### src/hw/tv_if_serial_pkg.sv
// Constants, field positions and state codes for the TV IF serial control slave
// Behaviour
// [RL1] SDA fall with SCL high starts transfer
// [RL2] SDA rise with SCL high ends transfer
// [RL3] SDA changes only while SCL low
// [RL4] Eight bits MSB first, then acknowledge slot
// [RL5] Address byte matches C0H in bits 7..1, either direction
// [RL6] Address LSB one reads, zero writes
// [RL7] Pull SDA low on ninth clock
// [RL8] Wrong address leaves SDA released
// [RL9] Master sends start, address, sub-address, data, stop
// [RL10] First data at sub-address, then auto-increment
// [RL11] Beyond 02H: no store, no ack, release
// [RL12] Read: ack address, send status, then release
// [RL13] Three write registers, one read register
// [RL14] Master clocks SCL; device samples with it
// [RL15] Register 00H bits 7..4 drive four switches
// [RL16] Register 00H bits 3..1 select sound paths
// [RL17] Register 01H: tuning disable, gain response, level
// [RL18] Register 02H bits 5..0 set RF reference
// [RL19] Status: power-on, horizontal, PLL flags, ones below
// [RL20] Synchronise and deglitch SCL and SDA first
package tv_if_serial_pkg;

    // **********************
    // Clock and filter timing
    // **********************
    localparam int CLK_MHZ       = 40;   // System clock rate
    localparam int FILTER_NS     = 50;   // Shortest pulse taken as real
    localparam int FILTER_CYCLES = (FILTER_NS * CLK_MHZ + 999) / 1000;

    // **********************
    // Bus framing
    // **********************
    localparam logic [7:0] SLAVE_ADDR    = 8'hc0; // Write form of address
    localparam int         RW_BIT        = 0;     // Direction bit position
    localparam logic [3:0] BITS_PER_BYTE = 4'h8;  // Data bits per byte
    localparam logic [3:0] FIRST_BIT     = 4'h1;  // Count after first bit
    localparam logic [7:0] SUB_MAX       = 8'h02; // Highest sub-address
    localparam logic [7:0] SUB_STEP      = 8'h01; // Auto-increment step
    localparam int         NUM_CTRL      = 3;     // Writable registers

    // **********************
    // Register offsets and reset values
    // **********************
    localparam logic [7:0] STANDARD_AND_SWITCH_CONTROL = 8'h00;
    localparam logic [7:0] TUNING_GAIN_AND_VIDEO_LEVEL = 8'h01;
    localparam logic [7:0] RF_GAIN_REFERENCE_LEVEL     = 8'h02;
    localparam logic [7:0] CTRL_RESET                  = 8'h00;

    // **********************
    // Field positions
    // **********************
    localparam int TUNE_POL_BIT    = 7;  // Register 00H
    localparam int VIDEO_POL_BIT   = 6;
    localparam int OSC_RANGE_BIT   = 5;
    localparam int GAIN_TYPE_BIT   = 4;
    localparam int SOUND_OUT_BIT   = 3;
    localparam int SOUND_IN_BIT    = 2;
    localparam int SOUND_TRAP_BIT  = 1;
    localparam int TUNE_DIS_BIT    = 7;  // Register 01H
    localparam int GAIN_RESP_BIT   = 6;
    localparam int LEVEL_MSB       = 5;  // Level fields in 01H and 02H
    localparam int STAT_POWER_BIT  = 7;  // Status byte
    localparam int STAT_HLOCK_BIT  = 6;
    localparam int STAT_PLL_BIT    = 5;
    localparam logic [4:0] STATUS_FILL = 5'h1f; // Bits 4..0 read as one

    // **********************
    // Protocol states, one-hot
    // **********************
    typedef enum logic [8:0] {
        ST_IDLE     = 9'h001,
        ST_ADDR     = 9'h002,
        ST_ADDR_ACK = 9'h004,
        ST_SUB      = 9'h008,
        ST_SUB_ACK  = 9'h010,
        ST_DATA     = 9'h020,
        ST_DATA_ACK = 9'h040,
        ST_READ     = 9'h080,
        ST_UNUSED   = 9'h100
    } state_type;

endpackage

### src/hw/line_filter.sv
// Two-flop synchroniser and glitch filter for a group of asynchronous inputs
`timescale 1ns/1ps
`default_nettype none
module line_filter #(
    parameter int         WIDTH      = 4,
    parameter int         CYCLES     = 2,
    parameter logic [3:0] RESET_BITS = 4'hf
) (
    // Clock and reset
    input  wire logic             clk,
    input  wire logic             rst,
    // Raw and cleaned levels
    input  wire logic [WIDTH-1:0] raw,
    output logic      [WIDTH-1:0] clean
);
    localparam int CW = $clog2(CYCLES + 1);
    localparam logic [CW-1:0] CNT_LAST = CW'(CYCLES - 1);
    localparam logic [CW-1:0] CNT_ZERO = '0;
    localparam logic [CW-1:0] CNT_ONE  = CW'(1);

    logic [WIDTH-1:0] sync1_reg;           // First stage, read by second only
    logic [WIDTH-1:0] sync2_reg;           // Second stage
    logic [WIDTH-1:0] clean_reg;           // Accepted level
    logic [WIDTH-1:0] clean_next;
    logic [CW-1:0]    cnt_reg  [WIDTH];    // Cycles the new level has held
    logic [CW-1:0]    cnt_next [WIDTH];

    // ****************************************************************
    // Accept a level only after it holds for CYCLES clocks
    // ****************************************************************
    always_comb begin
        clean_next = clean_reg;
        for (int i = 0; i < WIDTH; i++) begin
            cnt_next[i] = CNT_ZERO;
            if (sync2_reg[i] != clean_reg[i]) begin
                if (cnt_reg[i] == CNT_LAST) begin
                    clean_next[i] = sync2_reg[i]; // Held long enough
                end else begin
                    cnt_next[i] = cnt_reg[i] + CNT_ONE;
                end
            end
        end
    end

    // Register stages
    always_ff @(posedge clk or posedge rst) begin
        if (rst) begin
            sync1_reg <= RESET_BITS[WIDTH-1:0];
            sync2_reg <= RESET_BITS[WIDTH-1:0];
            clean_reg <= RESET_BITS[WIDTH-1:0];
            for (int i = 0; i < WIDTH; i++) begin
                cnt_reg[i] <= CNT_ZERO;
            end
        end else begin
            sync1_reg <= raw;
            sync2_reg <= sync1_reg;
            clean_reg <= clean_next;
            for (int i = 0; i < WIDTH; i++) begin
                cnt_reg[i] <= cnt_next[i];
            end
        end
    end

    assign clean = clean_reg;

endmodule // line_filter
`default_nettype wire

### src/hw/tv_if_control_serial_slave.sv
// Two-wire serial slave holding the control registers and status byte
`timescale 1ns/1ps
`default_nettype none
module tv_if_control_serial_slave #(
    parameter int FILTER_LEN = tv_if_serial_pkg::FILTER_CYCLES
) (
    // Clock and reset
    input  wire logic       clk,
    input  wire logic       rst,
    // Serial bus pins
    input  wire logic       scl_in,
    input  wire logic       sda_in,
    output logic            sda_out,
    output logic            sda_oe_n,
    // Analog status inputs
    input  wire logic       horizontal_unlock_in,
    input  wire logic       pll_unlock_in,
    // Register 00H switches
    output logic            tuning_error_polarity,
    output logic            video_polarity_select,
    output logic            oscillator_range,
    output logic            gain_control_type,
    output logic            sound_output_select,
    output logic            sound_if_input_select,
    output logic            sound_trap_select,
    // Register 01H and 02H fields
    output logic            tuning_output_disable,
    output logic            gain_response_select,
    output logic [5:0]      video_level,
    output logic [5:0]      rf_gain_reference,
    // Status
    output logic            power_on_flag
);
    import tv_if_serial_pkg::*;

    // **********************
    // Declarations
    // **********************
    logic [3:0] filt;                         // Clean scl, sda, hlock, pll
    logic       scl_f;                        // Filtered clock
    logic       sda_f;                        // Filtered data
    logic       scl_prev_reg;                 // Clock one cycle ago
    logic       sda_prev_reg;                 // Data one cycle ago
    logic       scl_rise;                     // Clock rising edge
    logic       scl_fall;                     // Clock falling edge
    logic       start_det;                    // Start condition seen
    logic       stop_det;                     // Stop condition seen
    state_type  state_reg;                    // Protocol state
    state_type  state_next;
    logic [3:0] cnt_reg;                      // Bits shifted this byte
    logic [3:0] cnt_next;
    logic [7:0] shift_reg;                    // Byte in or out
    logic [7:0] shift_next;
    logic [7:0] sub_reg;                      // Current sub-address
    logic [7:0] sub_next;
    logic       read_reg;                     // Direction of transfer
    logic       read_next;
    logic       oe_n_reg;                     // Pin release, low drives
    logic       oe_n_next;
    logic       por_reg;                      // Power-on flag
    logic       por_next;
    logic [7:0] ctrl_reg  [NUM_CTRL];         // Control registers
    logic [7:0] ctrl_next [NUM_CTRL];
    logic       out_low_reg;                  // Level driven when enabled

    // **********************
    // Input synchronisation and deglitching
    // **********************
    line_filter #(
        .WIDTH      (4),
        .CYCLES     (FILTER_LEN),
        .RESET_BITS (4'hf)
    ) u_filter (
        .clk   (clk),
        .rst   (rst),
        .raw   ({pll_unlock_in, horizontal_unlock_in, sda_in, scl_in}),
        .clean (filt)
    ); // RL20

    assign scl_f = filt[0];
    assign sda_f = filt[1];

    // **********************
    // Bus event detection
    // **********************
    assign scl_rise  = scl_f & ~scl_prev_reg;
    assign scl_fall  = ~scl_f & scl_prev_reg;
    assign start_det = scl_f & scl_prev_reg & sda_prev_reg & ~sda_f; // RL1
    assign stop_det  = scl_f & scl_prev_reg & ~sda_prev_reg & sda_f; // RL2

    // Assemble the status byte from live inputs
    function automatic logic [7:0] status_byte(input logic por, input logic hl, input logic pl);
        logic [7:0] b;
        b                 = {3'h0, STATUS_FILL};
        b[STAT_POWER_BIT] = por;
        b[STAT_HLOCK_BIT] = hl;
        b[STAT_PLL_BIT]   = pl;
        return b; // RL19
    endfunction

    // **********************
    // Protocol next-state logic
    // **********************
    always_comb begin
        state_next = state_reg;
        cnt_next   = cnt_reg;
        shift_next = shift_reg;
        sub_next   = sub_reg;
        read_next  = read_reg;
        oe_n_next  = oe_n_reg;
        por_next   = por_reg;
        for (int i = 0; i < NUM_CTRL; i++) begin
            ctrl_next[i] = ctrl_reg[i];
        end
        if (stop_det) begin
            // End any transfer and let go of the line
            state_next = ST_IDLE; // RL2
            oe_n_next  = 1'b1;
        end else if (start_det) begin
            // New transfer begins with the address byte
            state_next = ST_ADDR; // RL1
            cnt_next   = 4'h0;
            oe_n_next  = 1'b1;
        end else begin
            unique case (state_reg)
                ST_IDLE: begin
                    oe_n_next = 1'b1;
                end
                ST_ADDR, ST_SUB, ST_DATA: begin
                    if (scl_rise) begin
                        // Sample on the high phase, MSB first
                        shift_next = {shift_reg[6:0], sda_f}; // RL4 RL14
                        cnt_next   = cnt_reg + FIRST_BIT;
                    end else if (scl_fall && cnt_reg == BITS_PER_BYTE) begin
                        cnt_next = 4'h0;
                        if (state_reg == ST_ADDR) begin
                            if (shift_reg[7:1] == SLAVE_ADDR[7:1]) begin // RL5
                                read_next  = shift_reg[RW_BIT]; // RL6
                                oe_n_next  = 1'b0; // RL7
                                state_next = ST_ADDR_ACK;
                            end else begin
                                state_next = ST_IDLE; // RL8
                            end
                        end else if (state_reg == ST_SUB) begin
                            sub_next   = shift_reg;
                            oe_n_next  = 1'b0; // RL7
                            state_next = ST_SUB_ACK;
                        end else if (sub_reg <= SUB_MAX) begin
                            // Store and step to the next sub-address
                            ctrl_next[sub_reg[1:0]] = shift_reg; // RL10 RL13
                            sub_next   = sub_reg + SUB_STEP; // RL10
                            oe_n_next  = 1'b0; // RL7
                            state_next = ST_DATA_ACK;
                        end else begin
                            // Past the last register: no store, no ack
                            state_next = ST_IDLE; // RL11
                        end
                    end
                end
                ST_ADDR_ACK: begin
                    if (scl_fall) begin
                        if (read_reg) begin
                            // Load status and present its MSB
                            shift_next = status_byte(por_reg, filt[2], filt[3]); // RL12
                            oe_n_next  = shift_next[7]; // RL3
                            cnt_next   = FIRST_BIT;
                            por_next   = 1'b0;
                            state_next = ST_READ;
                        end else begin
                            oe_n_next  = 1'b1; // RL3
                            state_next = ST_SUB;
                        end
                    end
                end
                ST_SUB_ACK, ST_DATA_ACK: begin
                    if (scl_fall) begin
                        oe_n_next  = 1'b1; // RL3
                        state_next = ST_DATA;
                    end
                end
                ST_READ: begin
                    if (scl_fall) begin
                        if (cnt_reg == BITS_PER_BYTE) begin
                            // Byte done: release for the master's slot
                            oe_n_next  = 1'b1; // RL12
                            state_next = ST_IDLE;
                        end else begin
                            oe_n_next  = shift_reg[6]; // RL3 RL4
                            shift_next = {shift_reg[6:0], 1'b1};
                            cnt_next   = cnt_reg + FIRST_BIT;
                        end
                    end
                end
                default: begin
                    state_next = ST_IDLE;
                    oe_n_next  = 1'b1;
                end
            endcase
        end
    end

    // **********************
    // State registers
    // **********************
    always_ff @(posedge clk or posedge rst) begin
        if (rst) begin
            scl_prev_reg <= 1'b1;
            sda_prev_reg <= 1'b1;
            state_reg    <= ST_IDLE;
            cnt_reg      <= 4'h0;
            shift_reg    <= 8'h00;
            sub_reg      <= STANDARD_AND_SWITCH_CONTROL;
            read_reg     <= 1'b0;
            oe_n_reg     <= 1'b1;
            por_reg      <= 1'b1;
            out_low_reg  <= 1'b0;
            for (int i = 0; i < NUM_CTRL; i++) begin
                ctrl_reg[i] <= CTRL_RESET;
            end
        end else begin
            scl_prev_reg <= scl_f;
            sda_prev_reg <= sda_f;
            state_reg    <= state_next;
            cnt_reg      <= cnt_next;
            shift_reg    <= shift_next;
            sub_reg      <= sub_next;
            read_reg     <= read_next;
            oe_n_reg     <= oe_n_next;
            por_reg      <= por_next;
            out_low_reg  <= 1'b0;
            for (int i = 0; i < NUM_CTRL; i++) begin
                ctrl_reg[i] <= ctrl_next[i];
            end
        end
    end

    // **********************
    // Outputs, all taken from registers
    // **********************
    assign sda_out  = out_low_reg;
    assign sda_oe_n = oe_n_reg;

    // Register 00H switches
    assign tuning_error_polarity = ctrl_reg[0][TUNE_POL_BIT];   // RL15
    assign video_polarity_select = ctrl_reg[0][VIDEO_POL_BIT];  // RL15
    assign oscillator_range      = ctrl_reg[0][OSC_RANGE_BIT];  // RL15
    assign gain_control_type     = ctrl_reg[0][GAIN_TYPE_BIT];  // RL15
    assign sound_output_select   = ctrl_reg[0][SOUND_OUT_BIT];  // RL16
    assign sound_if_input_select = ctrl_reg[0][SOUND_IN_BIT];   // RL16
    assign sound_trap_select     = ctrl_reg[0][SOUND_TRAP_BIT]; // RL16

    // Register 01H and 02H fields
    assign tuning_output_disable = ctrl_reg[1][TUNE_DIS_BIT];   // RL17
    assign gain_response_select  = ctrl_reg[1][GAIN_RESP_BIT];  // RL17
    assign video_level           = ctrl_reg[1][LEVEL_MSB:0];    // RL17
    assign rf_gain_reference     = ctrl_reg[2][LEVEL_MSB:0];    // RL18

    assign power_on_flag = por_reg;

endmodule // tv_if_control_serial_slave
`default_nettype wire

### config.mk
export PLATFORM = sky130hd
export DESIGN_NAME = tv_if_control_serial_slave
export DESIGN_NICKNAME = d
export VERILOG_FILES = /design/src/hw/tv_if_serial_pkg.sv /design/src/hw/line_filter.sv /design/src/hw/tv_if_control_serial_slave.sv
export SDC_FILE = /design/constraint.sdc
export NUM_CORES = 1
export LEC_CHECK = 0
export ABC_AREA = 1
export BUFFER_PORTS_ARGS = -buffer_cell sky130_fd_sc_hd__buf_2
export CAP_MARGIN = 10
export CORE_UTILIZATION = 50
export CTS_CLUSTER_SIZE = 30
export DETAILED_ROUTE_END_ITERATION = 6
export GPL_TIMING_DRIVEN = 0
export PLACE_DENSITY = 0.66
export SKIP_LAST_GASP = 1
export SYNTH_ARGS = -nofsm -noshare
export SYNTH_HDL_FRONTEND = slang
export SYNTH_SLANG_ARGS = --single-unit
export TNS_END_PERCENT = 20
### constraint.sdc
create_clock -name clk -period 3.45 [get_ports clk]
set_input_delay 0.345 -clock clk [delete_from_list [all_inputs] [get_ports clk]]
set_output_delay 0.345 -clock clk [all_outputs]
set_load 0.1 [all_outputs]
==> qor.csv, run 1 <==
stage,metric,value,unit
timing,final worst path period share,59.0,%
timing,worst-margin pin slew,0.890,ns
critical_path,Worst Reg2Reg Path Length in Cells,11,
logic_synthesis,Post-Syn Instances,472,
logic_synthesis,adder-cell share of the synthesized area,1.93,%
timing,endpoints failing setup,0,
power_and_ir_drop,Psw,0.895,mW
drt,total length of routed met2 wires,3870,µm
drt,vias per cell,5.08,
min_path,hold path endpoint,u_filter.sync1_reg[2],
logic_synthesis,syn nets,484,
final_layout,"commonest cells after routing, fill and taps aside","nand2_1 (144), dfrtp_1 (57), inv_1 (52)",
drt,final WL,8090,µm
clock_tree,CTS resizes,0,
final_layout,footprint of the multi-input gates,1740,µm²
min_path,Hold Crit Class,primary input to flip-flop,
min_path,hold depth,1,
timing,Max transition margin,40.7,%
global_routing,vias in the first global route,3044,
clock_tree,CTS Buf Count,9,
floorplan,standard-cell row count,31,
floorplan,die area,8130,µm²
timing,setup TNS,0,ns
global_routing,first-pass GRT wire length,14100,µm
critical_path,Crit Path Class,flip-flop to flip-flop,
global_routing,initial antenna violation count,0,
final_layout,Finished Layout Cells,615,
power_and_ir_drop,internal power,1.48,mW
timing,fmax,0.491,GHz
clock_tree,Clock transition at path regs,0.08,ns
flow_run,Max Cap Viol,0,
clock_tree,Clock H-tree levels,3,
logic_synthesis,warnings from Yosys,0,
power_and_ir_drop,Peak VDD IR,0.447,mV
timing,Slew Limit Fails,0,
placement,post-placement setup slack,1.43,ns
power_and_ir_drop,Leak,2.24,nW
floorplan,die span in x,90.1,µm
critical_path,CP required,3.69,ns
power_and_ir_drop,Clock Power Share,26.3,%
logic_synthesis,compound-gate portion of the synthesized area,9.05,%
power_and_ir_drop,PD cells,548,nW/µm²
drt,Vias,3126,
drt,wire per inst,13.2,µm
final_layout,fraction of layout cells with a size suffix above 1,23.1,%
floorplan,Die Y-Extent,90.1,µm
placement,Port Buffers,28,
logic_synthesis,ys async rst share,100,%
logic_synthesis,multiplexer area fraction after synthesis,0.515,%
global_routing,global-route total usage across every layer,21.7,%
logic_synthesis,synth unique cells,37,
floorplan,Initial Util,52.7,%
drt,Metal-1 WL,3850,µm
clock_tree,clk sinks,74,
drt,Post-DRT Antenna Nets,0,
power_and_ir_drop,Comb power frac,26.2,%
timing,RSZ-0062 raised after global routing,false,
global_routing,total gr overflow,0,
clock_tree,clk buf depth,2,
clock_tree,# hold bufs at CTS,0,
placement,GPL Wtd Cong,0.849,
timing,Final Hold Fails,0,
final_layout,final net count,523,
placement,DP Wirelength,5920,µm
drt,met3 wire length,292,µm
run_status,outcome,"complete, no violations",
logic_synthesis,Post-synth EDFFs,0,
final_layout,"Area growth, synth to finish",11.5,%
power_and_ir_drop,part of the power in registers,47.4,%
timing,Period minus WS final,2.04,ns
critical_path,critical path peak fanout,6,
drt,drt drc,0,
final_layout,fillcell total,723,
drt,drt initial violations,201,
logic_synthesis,Seq cells post-synth,74,
drt,Top Layer Used,met4,
floorplan,core area,7370,µm²
critical_path,startpoint types,flip-flop,
logic_synthesis,Synth Flop Type,dfrtp_1,
clock_tree,Setup Buffers After CTS,0,
timing,clock skew,0.0157,ns
logic_synthesis,Post-Synth Simple-Gate Area,31.3,%
critical_path,"setup slack, reg-to-reg",1.41,ns
logic_synthesis,Post-Synth XOR/XNOR Area,1.80,%
final_layout,Antenna diodes,0,
logic_synthesis,Mapped Avg Cell Area,8.23,µm²
logic_synthesis,largest family of logic cells by synthesized area,simple AND/OR/NAND/NOR gates,
final_layout,sequential standard cell area,1870,µm²
critical_path,Worst R2R End,state_reg[1],
global_routing,largest net degree at the start of global routing,75,
critical_path,reg2reg start,cnt_reg[0],
power_and_ir_drop,sw frac,37.7,%
floorplan,Top Ports,30,
critical_path,CP Data Arrival Time,2.28,ns
critical_path,CP Capture Type,flip-flop,
logic_synthesis,Synth Cell Area,3880,µm²
final_layout,"most common cell after layout, fill and taps aside",nand2_1,
clock_tree,CTS tree,built,
clock_tree,later-pin clock latency in the skew report,0.35,ns
placement,dpl cells,599,
critical_path,CP startpoint,cnt_reg[0],
drt,DRT Pass-1 Iters,4,
clock_tree,root buffer cell,clkbuf_8,
min_path,Hold Path Origin,horizontal_unlock_in,
logic_synthesis,sequential-to-total area share from yosys stat,48.2,%
timing,Final WS setup,1.41,ns
worst max path at each step:
stage	to	slack (ns)
floorplan	cnt_reg[0]	1.25
detailed placement	state_reg[1]	1.43
global placement	sub_reg[7]	0.38
global route	state_reg[6]	1.26
finish	state_reg[1]	1.41
CTS	state_reg[1]	1.42
cell families (layout without fill, tap and decap cells):
logic type,count (synthesis),count (layout)
compound gates,57,57
xor+xnor,8,8
other cells,1,1
flops,74,74
buf+inv,65,109
mux,2,2
simple gates,259,259
fa+ha+maj,6,6
worst max-delay path, stage by stage, from the launching register on:
cell and delay [ns]:
dfrtp_1 0.42, inv_1 0.10, ha_1 0.15, nand2_1 0.05, nor2_1 0.18, inv_1 0.10
nand2_1 0.09, inv_1 0.05, o21ai_1 0.38, nand3_2 0.24, nand2_1 0.11, nand2_1 0.05
routing by layer:
layer | vias to the layer above | global-route usage (%)
met5 | - | 0
met4 | 0 | 6.59
met3 | 6 | 4.57
met2 | 50 | 35.2
met1 | 1507 | 29.2
li1 | 1563 | -
area by class of cell:
type | count | area share [%]
sequential | 74 | 43.3
multi-input combinational | 333 | 40.1
inverter | 59 | 5.29
clock buffer | 11 | 3.26
timing repair buffer | 28 | 3.24
tap | 99 | 2.86
buffer | 6 | 1.16
clock inverter | 5 | 0.867
synth_stat cells, types with 6 or more instances:
library cell / n / area, µm²
nand2_1: 144 / 541
dfrtp_1: 57 / 1430
inv_1: 53 / 199
nor2_1: 42 / 158
nand3_1: 31 / 155
o21ai_0: 29 / 145
dfstp_2: 17 / 447
o21ai_2: 15 / 131
a21oi_1: 8 / 40.0
nand2_2: 8 / 50.1
ha_1: 6 / 75.1
nor3_1: 6 / 30.0
xnor2_1: 6 / 52.6
power groups by stage:
stage / combinational (mW) / clock (mW) / sequential (mW)
floorplan: 0.462 / 0 / 1.14
global placement: 0.613 / 0 / 1.13
detailed placement: 0.622 / 0 / 1.14
CTS: 0.624 / 0.630 / 1.13
global route: 0.711 / 0.667 / 1.14
finish: 0.623 / 0.624 / 1.13
metrics by stage:
step	hold WS [ns]	power [mW]	util, %	cell area, µm²
floorplan	0.345	1.60	-	3880
global placement	0.347	1.75	56.3	4150
detailed placement	0.347	1.76	56.3	4150
CTS	0.0850	2.38	58.8	4330
global route	0.0734	2.52	58.8	4330
finish	0.0925	2.37	58.8	4330
Note: power is estimated with default switching activity, not from simulation.
==> run 2: changes to the inputs <==
==> constraint.sdc (replaced) <==
create_clock -name clk -period 2.01 [get_ports clk]
set_input_delay 0.201 -clock clk [delete_from_list [all_inputs] [get_ports clk]]
set_output_delay 0.201 -clock clk [all_outputs]
set_load 0.1 [all_outputs]
==> qor.csv, run 2 (synthesis results as in run 1) <==
stage,metric,value,unit
drt,final WL,8120,µm
min_path,Hold Crit Class,flip-flop to flip-flop,
placement,post-placement cell area,4170,µm²
critical_path,reg2reg start,sub_reg[0],
critical_path,CP Capture Type,flip-flop,
clock_tree,CTS tree,built,
timing,endpoints failing setup,0,
clock_tree,later-pin clock latency in the skew report,0.35,ns
drt,drt initial violations,162,
flow_run,Max Cap Viol,0,
global_routing,first-pass GRT wire length,14000,µm
floorplan,die area,8130,µm²
timing,final worst path period share,92.1,%
final_layout,"commonest cells after routing, fill and taps aside","nand2_1 (144), dfrtp_1 (57), inv_1 (52)",
final_layout,"most common cell after layout, fill and taps aside",nand2_1,
final_layout,Antenna diodes,0,
placement,post-placement setup slack,0.0405,ns
clock_tree,clk buf depth,2,
drt,total length of routed met2 wires,3910,µm
placement,Port Buffers,28,
global_routing,initial antenna violation count,0,
floorplan,core area,7370,µm²
final_layout,fraction of layout cells with a size suffix above 1,23.2,%
clock_tree,Clock transition at path regs,0.07,ns
placement,dpl cells,600,
power_and_ir_drop,Peak VDD IR,0.668,mV
drt,vias per cell,5.00,
power_and_ir_drop,PD cells,941,nW/µm²
power_and_ir_drop,Overall Power,4.17,mW
final_layout,Finished Layout Cells,621,
timing,RSZ-0062 raised after global routing,true,
drt,Top Layer Used,met4,
timing,Final Hold Fails,0,
min_path,Hold Path Origin,u_filter.sync1_reg[2],
critical_path,startpoint types,flip-flop,
drt,Post-DRT Antenna Nets,0,
final_layout,fillcell total,696,
critical_path,Crit Path Class,flip-flop to flip-flop,
timing,Slew Limit Fails,0,
drt,drt drc,0,
drt,met3 wire length,342,µm
timing,worst hold slack,0.358,ns
timing,clock skew,0.0122,ns
placement,DP Wirelength,6050,µm
timing,worst-margin pin slew,0.733,ns
timing,Period minus WS final,1.85,ns
power_and_ir_drop,Leak,2.27,nW
drt,Vias,3102,
floorplan,Die Y-Extent,90.1,µm
drt,wire per inst,13.1,µm
final_layout,Finished Cell Area,4430,µm²
clock_tree,Clock H-tree levels,3,
timing,Max transition margin,51.0,%
floorplan,standard-cell row count,31,
final_layout,sequential standard cell area,1870,µm²
floorplan,Initial Util,52.7,%
drt,Metal-1 WL,3750,µm
placement,GPL Wtd Cong,0.864,
global_routing,total gr overflow,0,
clock_tree,root buffer cell,clkbuf_8,
timing,fmax,0.540,GHz
clock_tree,CTS Buf Count,9,
clock_tree,clk sinks,74,
critical_path,CP startpoint,sub_reg[0],
final_layout,"Area growth, synth to finish",14.1,%
critical_path,CP required,2.23,ns
critical_path,CP Data Arrival Time,2.07,ns
timing,Final WS setup,0.159,ns
critical_path,critical path peak fanout,10,
global_routing,largest net degree at the start of global routing,41,
clock_tree,Setup Buffers After CTS,0,
floorplan,Top Ports,30,
drt,DRT Pass-1 Iters,5,
floorplan,die span in x,90.1,µm
global_routing,global-route total usage across every layer,21.6,%
run_status,outcome,"complete, no violations",
global_routing,vias in the first global route,3021,
final_layout,footprint of the multi-input gates,1750,µm²
final_layout,final net count,529,
[run 2: metrics by stage]
step	util, %	setup TNS (ns)
CTS	59.9	0
floorplan	-	0
detailed placement	56.6	0
global route	60.2	-0.00997
finish	60.2	0
global placement	56.3	0
[run 2: metal layers]
layer  track usage, %  up-vias
met2             34.6       60
met5                0        -
met4             8.87        0
li1                 -     1573
met3             3.38       12
met1             29.2     1457
[run 2: path summary, 6_finish.rpt]
check                                              to  slack [ns]  depth (start not counted)
worst min register to register  u_filter.sync2_reg[2]        0.36                          0
min in group asynchronous         u_filter.cnt_reg[0]        0.53                          3
max in group asynchronous                  sub_reg[4]        0.85                          4
worst min-delay path            u_filter.sync2_reg[2]        0.36                          0
worst max-delay path            tuning_output_disable        0.16                         10
worst max register to register  tuning_output_disable        0.16                         10
[run 2: critical path, stage by stage, from the launching register on]
cell and delay, ns:
dfrtp_1 0.42, inv_1 0.13, ha_1 0.19, o21ai_0 0.12, nor2_1 0.13, nand2_2 0.09, nor2_4 0.19, nand3_4 0.15
buf_6 0.18, nand2_1 0.07, o21ai_2 0.05
[run 2: cell type report]
type | instances | area share [%]
Tap cell | 99 | 2.79
Inverter | 59 | 5.19
Multi-Input combinational cell | 333 | 39.5
Clock buffer | 11 | 2.96
Clock inverter | 5 | 1.44
Sequential cell | 74 | 42.2
Buffer | 6 | 1.13
Timing Repair Buffer | 34 | 4.74
[run 2: report_power, final]
group	total (mW)	internal, mW	switching [mW]	leakage, nW
sequential	1.93	1.74	0.192	0.965
clock	1.14	0.583	0.558	0.0941
combinational	1.10	0.329	0.774	1.22
[run 2: repair_timing]
| item | 4_1_cts | 5_1_grt |
|---|---|---|
| hold buffers | 5 | 0 |
| endpoints found under the hold margin | 21 | 0 |
| resized for setup | 0 | 4 |
| setup endpoints to repair | 0 | 13 |
==> run 3: changes to the inputs <==
--- a/config.mk
+++ b/config.mk
@@ -5,15 +5,15 @@
 export SDC_FILE = /design/constraint.sdc
 export NUM_CORES = 1
 export LEC_CHECK = 0
-export ABC_AREA = 1
 export BUFFER_PORTS_ARGS = -buffer_cell sky130_fd_sc_hd__buf_2
 export CAP_MARGIN = 10
 export CORE_UTILIZATION = 50
 export CTS_CLUSTER_SIZE = 30
 export DETAILED_ROUTE_END_ITERATION = 6
 export GPL_TIMING_DRIVEN = 0
-export PLACE_DENSITY = 0.66
+export PLACE_DENSITY = 0.67
 export SKIP_LAST_GASP = 1
+export SLEW_MARGIN = 20
 export SYNTH_ARGS = -nofsm -noshare
 export SYNTH_HDL_FRONTEND = slang
 export SYNTH_SLANG_ARGS = --single-unit
==> qor.csv, run 3 <==
stage,metric,value,unit
final_layout,Finished Cell Area,4230,µm²
clock_tree,clk buf depth,2,
final_layout,"Area growth, synth to finish",20.6,%
clock_tree,Clock H-tree levels,3,
timing,clock skew,0.00909,ns
timing,final worst path period share,115,%
global_routing,gr busiest metal,met2,
critical_path,Worst Path Buf+Inv,1,
drt,final WL,7160,µm
logic_synthesis,Post-Syn Instances,308,
logic_synthesis,sequential-to-total area share from yosys stat,53.4,%
timing,RSZ-0062 raised after global routing,true,
final_layout,"commonest cells after routing, fill and taps aside","dfrtp_1 (57), buf_2 (31), nor2_1 (27)",
power_and_ir_drop,Peak VDD IR,0.624,mV
timing,Final WS setup,-0.310,ns
floorplan,die area,7360,µm²
global_routing,total gr overflow,0,
final_layout,fraction of layout cells with a size suffix above 1,37.5,%
logic_synthesis,ys async rst share,100,%
drt,Vias,2514,
logic_synthesis,Synth area leaders,"dfrtp_1 (41%), dfstp_2 (13%), mux2_2 (9.6%)",
clock_tree,CTS tree,built,
min_path,Hold Crit Class,flip-flop to flip-flop,
timing,Final Hold Fails,0,
logic_synthesis,Post-synth EDFFs,0,
min_path,Hold Path Origin,u_filter.sync1_reg[0],
critical_path,"Slowest-stage cell, CP",dfrtp_1,
floorplan,die span in x,85.8,µm
logic_synthesis,syn nets,320,
critical_path,Worst R2R End,sub_reg[6],
timing,Period minus WS final,2.32,ns
floorplan,Top Ports,30,
flow_run,Max Cap Viol,0,
clock_tree,clk sinks,74,
clock_tree,root buffer cell,clkbuf_8,
drt,DRT Pass-1 Iters,6,
critical_path,Worst Reg2Reg Path Length in Cells,8,
power_and_ir_drop,Overall Power,4.00,mW
timing,fmax,0.431,GHz
timing,endpoints failing setup,47,
logic_synthesis,post-synth top area cell,dfrtp_1,
logic_synthesis,"top cells by count, synth","dfrtp_1 (57), mux2_2 (30), nor2_1 (28)",
placement,Port Buffers,28,
critical_path,"setup slack, reg-to-reg",-0.31,ns
logic_synthesis,top-count cell post-synth,dfrtp_1,
global_routing,largest net degree at the start of global routing,45,
logic_synthesis,Synth Cell Area,3510,µm²
clock_tree,later-pin clock latency in the skew report,0.34,ns
drt,drt drc,0,
global_routing,initial antenna violation count,0,
drt,Post-DRT Antenna Nets,0,
placement,GPL Wtd Cong,0.937,
logic_synthesis,Mapped Avg Cell Area,11.4,µm²
floorplan,Initial Util,51.7,%
critical_path,Crit Path Class,flip-flop to flip-flop,
global_routing,GR Layer Usage met3,3.85,%
global_routing,global-route total usage across every layer,21.4,%
clock_tree,Clock transition at path regs,0.08,ns
floorplan,standard-cell row count,30,
critical_path,crit-path cells,inv_1 > ha_1 > nand3b_1 > or2b_1 > or3_4 > or2_4 > a21oi_4 > mux2_4,
floorplan,Die Y-Extent,85.8,µm
drt,vias per cell,5.36,
critical_path,CP required,2.23,ns
placement,post-placement cell area,3790,µm²
critical_path,"CP delay by family, top",simple AND/OR/NAND/NOR gates,
power_and_ir_drop,PD cells,946,nW/µm²
critical_path,CP max stage delay,0.38,ns
global_routing,vias in the first global route,2519,
logic_synthesis,warnings from Yosys,0,
logic_synthesis,synth unique cells,58,
drt,drt initial violations,125,
placement,DP Wirelength,4670,µm
clock_tree,CTS Buf Count,9,
final_layout,Antenna diodes,0,
timing,setup TNS,-8.65,ns
critical_path,CP Data Arrival Time,2.54,ns
floorplan,core area,6790,µm²
logic_synthesis,Synth Flop Type,dfrtp_1,
global_routing,met2 Use GR,34.1,%
logic_synthesis,Seq cells post-synth,74,
power_and_ir_drop,Leak,2.02,nW
critical_path,CP Capture Type,flip-flop,
critical_path,critical path peak fanout,5,
min_path,hold depth,0,
global_routing,first-pass GRT wire length,12100,µm
run_status,outcome,"finished, violations left",
run_status,violated checks,negative setup slack,
drt,wire per inst,15.3,µm
critical_path,reg2reg start,cnt_reg[0],
timing,worst hold slack,0.359,ns
critical_path,startpoint types,flip-flop,
final_layout,"most common cell after layout, fill and taps aside",dfrtp_1,
logic_synthesis,top-area cell type share of the netlist area,40.6,%
timing,Slew Limit Fails,0,
final_layout,final net count,380,
min_path,hold path endpoint,u_filter.sync2_reg[0],
global_routing,met1 Use GR,29.3,%
-- run 3: worst max-delay path by stage --
stage	startpoint	slack [ns]	cells past startpoint	to
after floorplan	cnt_reg[0]	-0.20	8	sub_reg[3]
after global placement	rst	-0.90	2	sub_reg[2]
after detailed placement	cnt_reg[0]	-0.40	8	sub_reg[4]
after CTS	state_reg[3]	-0.25	7	state_reg[0]
after global routing	cnt_reg[0]	-0.36	8	sub_reg[4]
final	cnt_reg[0]	-0.31	8	sub_reg[6]
-- run 3: logic make-up after synthesis --
logic type,count (synthesis),share of synthesized area [%]
AOI/OAI and AO/OA,57,10.6
xor gates and xnor gates,7,1.75
other,1,0.107
and+or+nand+nor,107,17.3
buffers and inverters,17,2.50
muxes,39,12.3
DFF,74,53.4
adders and majority gates,6,2.14
-- run 3: where the power goes --
group          switching [mW]  leakage, nW  internal [mW]
clock                   0.572       0.0999          0.621
combinational           0.515        0.954          0.430
sequential              0.161        0.967           1.71
total                    1.25         2.02           2.76
-- run 3: metrics by stage --
stage	instances	worst slack, ns	utilization (%)
floorplan	308	-0.204	-
detailed placement	433	-0.402	55.9
global route	469	-0.358	62.3
CTS	467	-0.250	61.7
global placement	432	-0.902	55.5
finish	469	-0.310	62.3
-- run 3: final cells by class --
type	instances	area [µm²]
well taps	96	120
flip-flops and latches	74	1870
plain buffers	8	57.6
fillers	557	2560
repair buffers	49	327
inverters	9	36.3
multi-input cells	217	1610
clock buffers	10	138
clock inverters	6	71.3
-- run 3: layer usage --
| metal | vias up | part of all wire, % |
|---|---|---|
| li1 | 1208 | - |
| met4 | 0 | 1.0 |
| met2 | 51 | 48 |
| met5 | - | 0 |
| met1 | 1247 | 48 |
| met3 | 8 | 2.9 |
-- run 3: timing repair --
action                     4_1_cts  5_1_grt
hold endpoints to repair        28        0
gates resized for setup         10        9
setup endpoints to repair       46       51
setup buffers                   13        2
hold buffers                     5        0
pin swaps                        4        0
cloned                           0        0
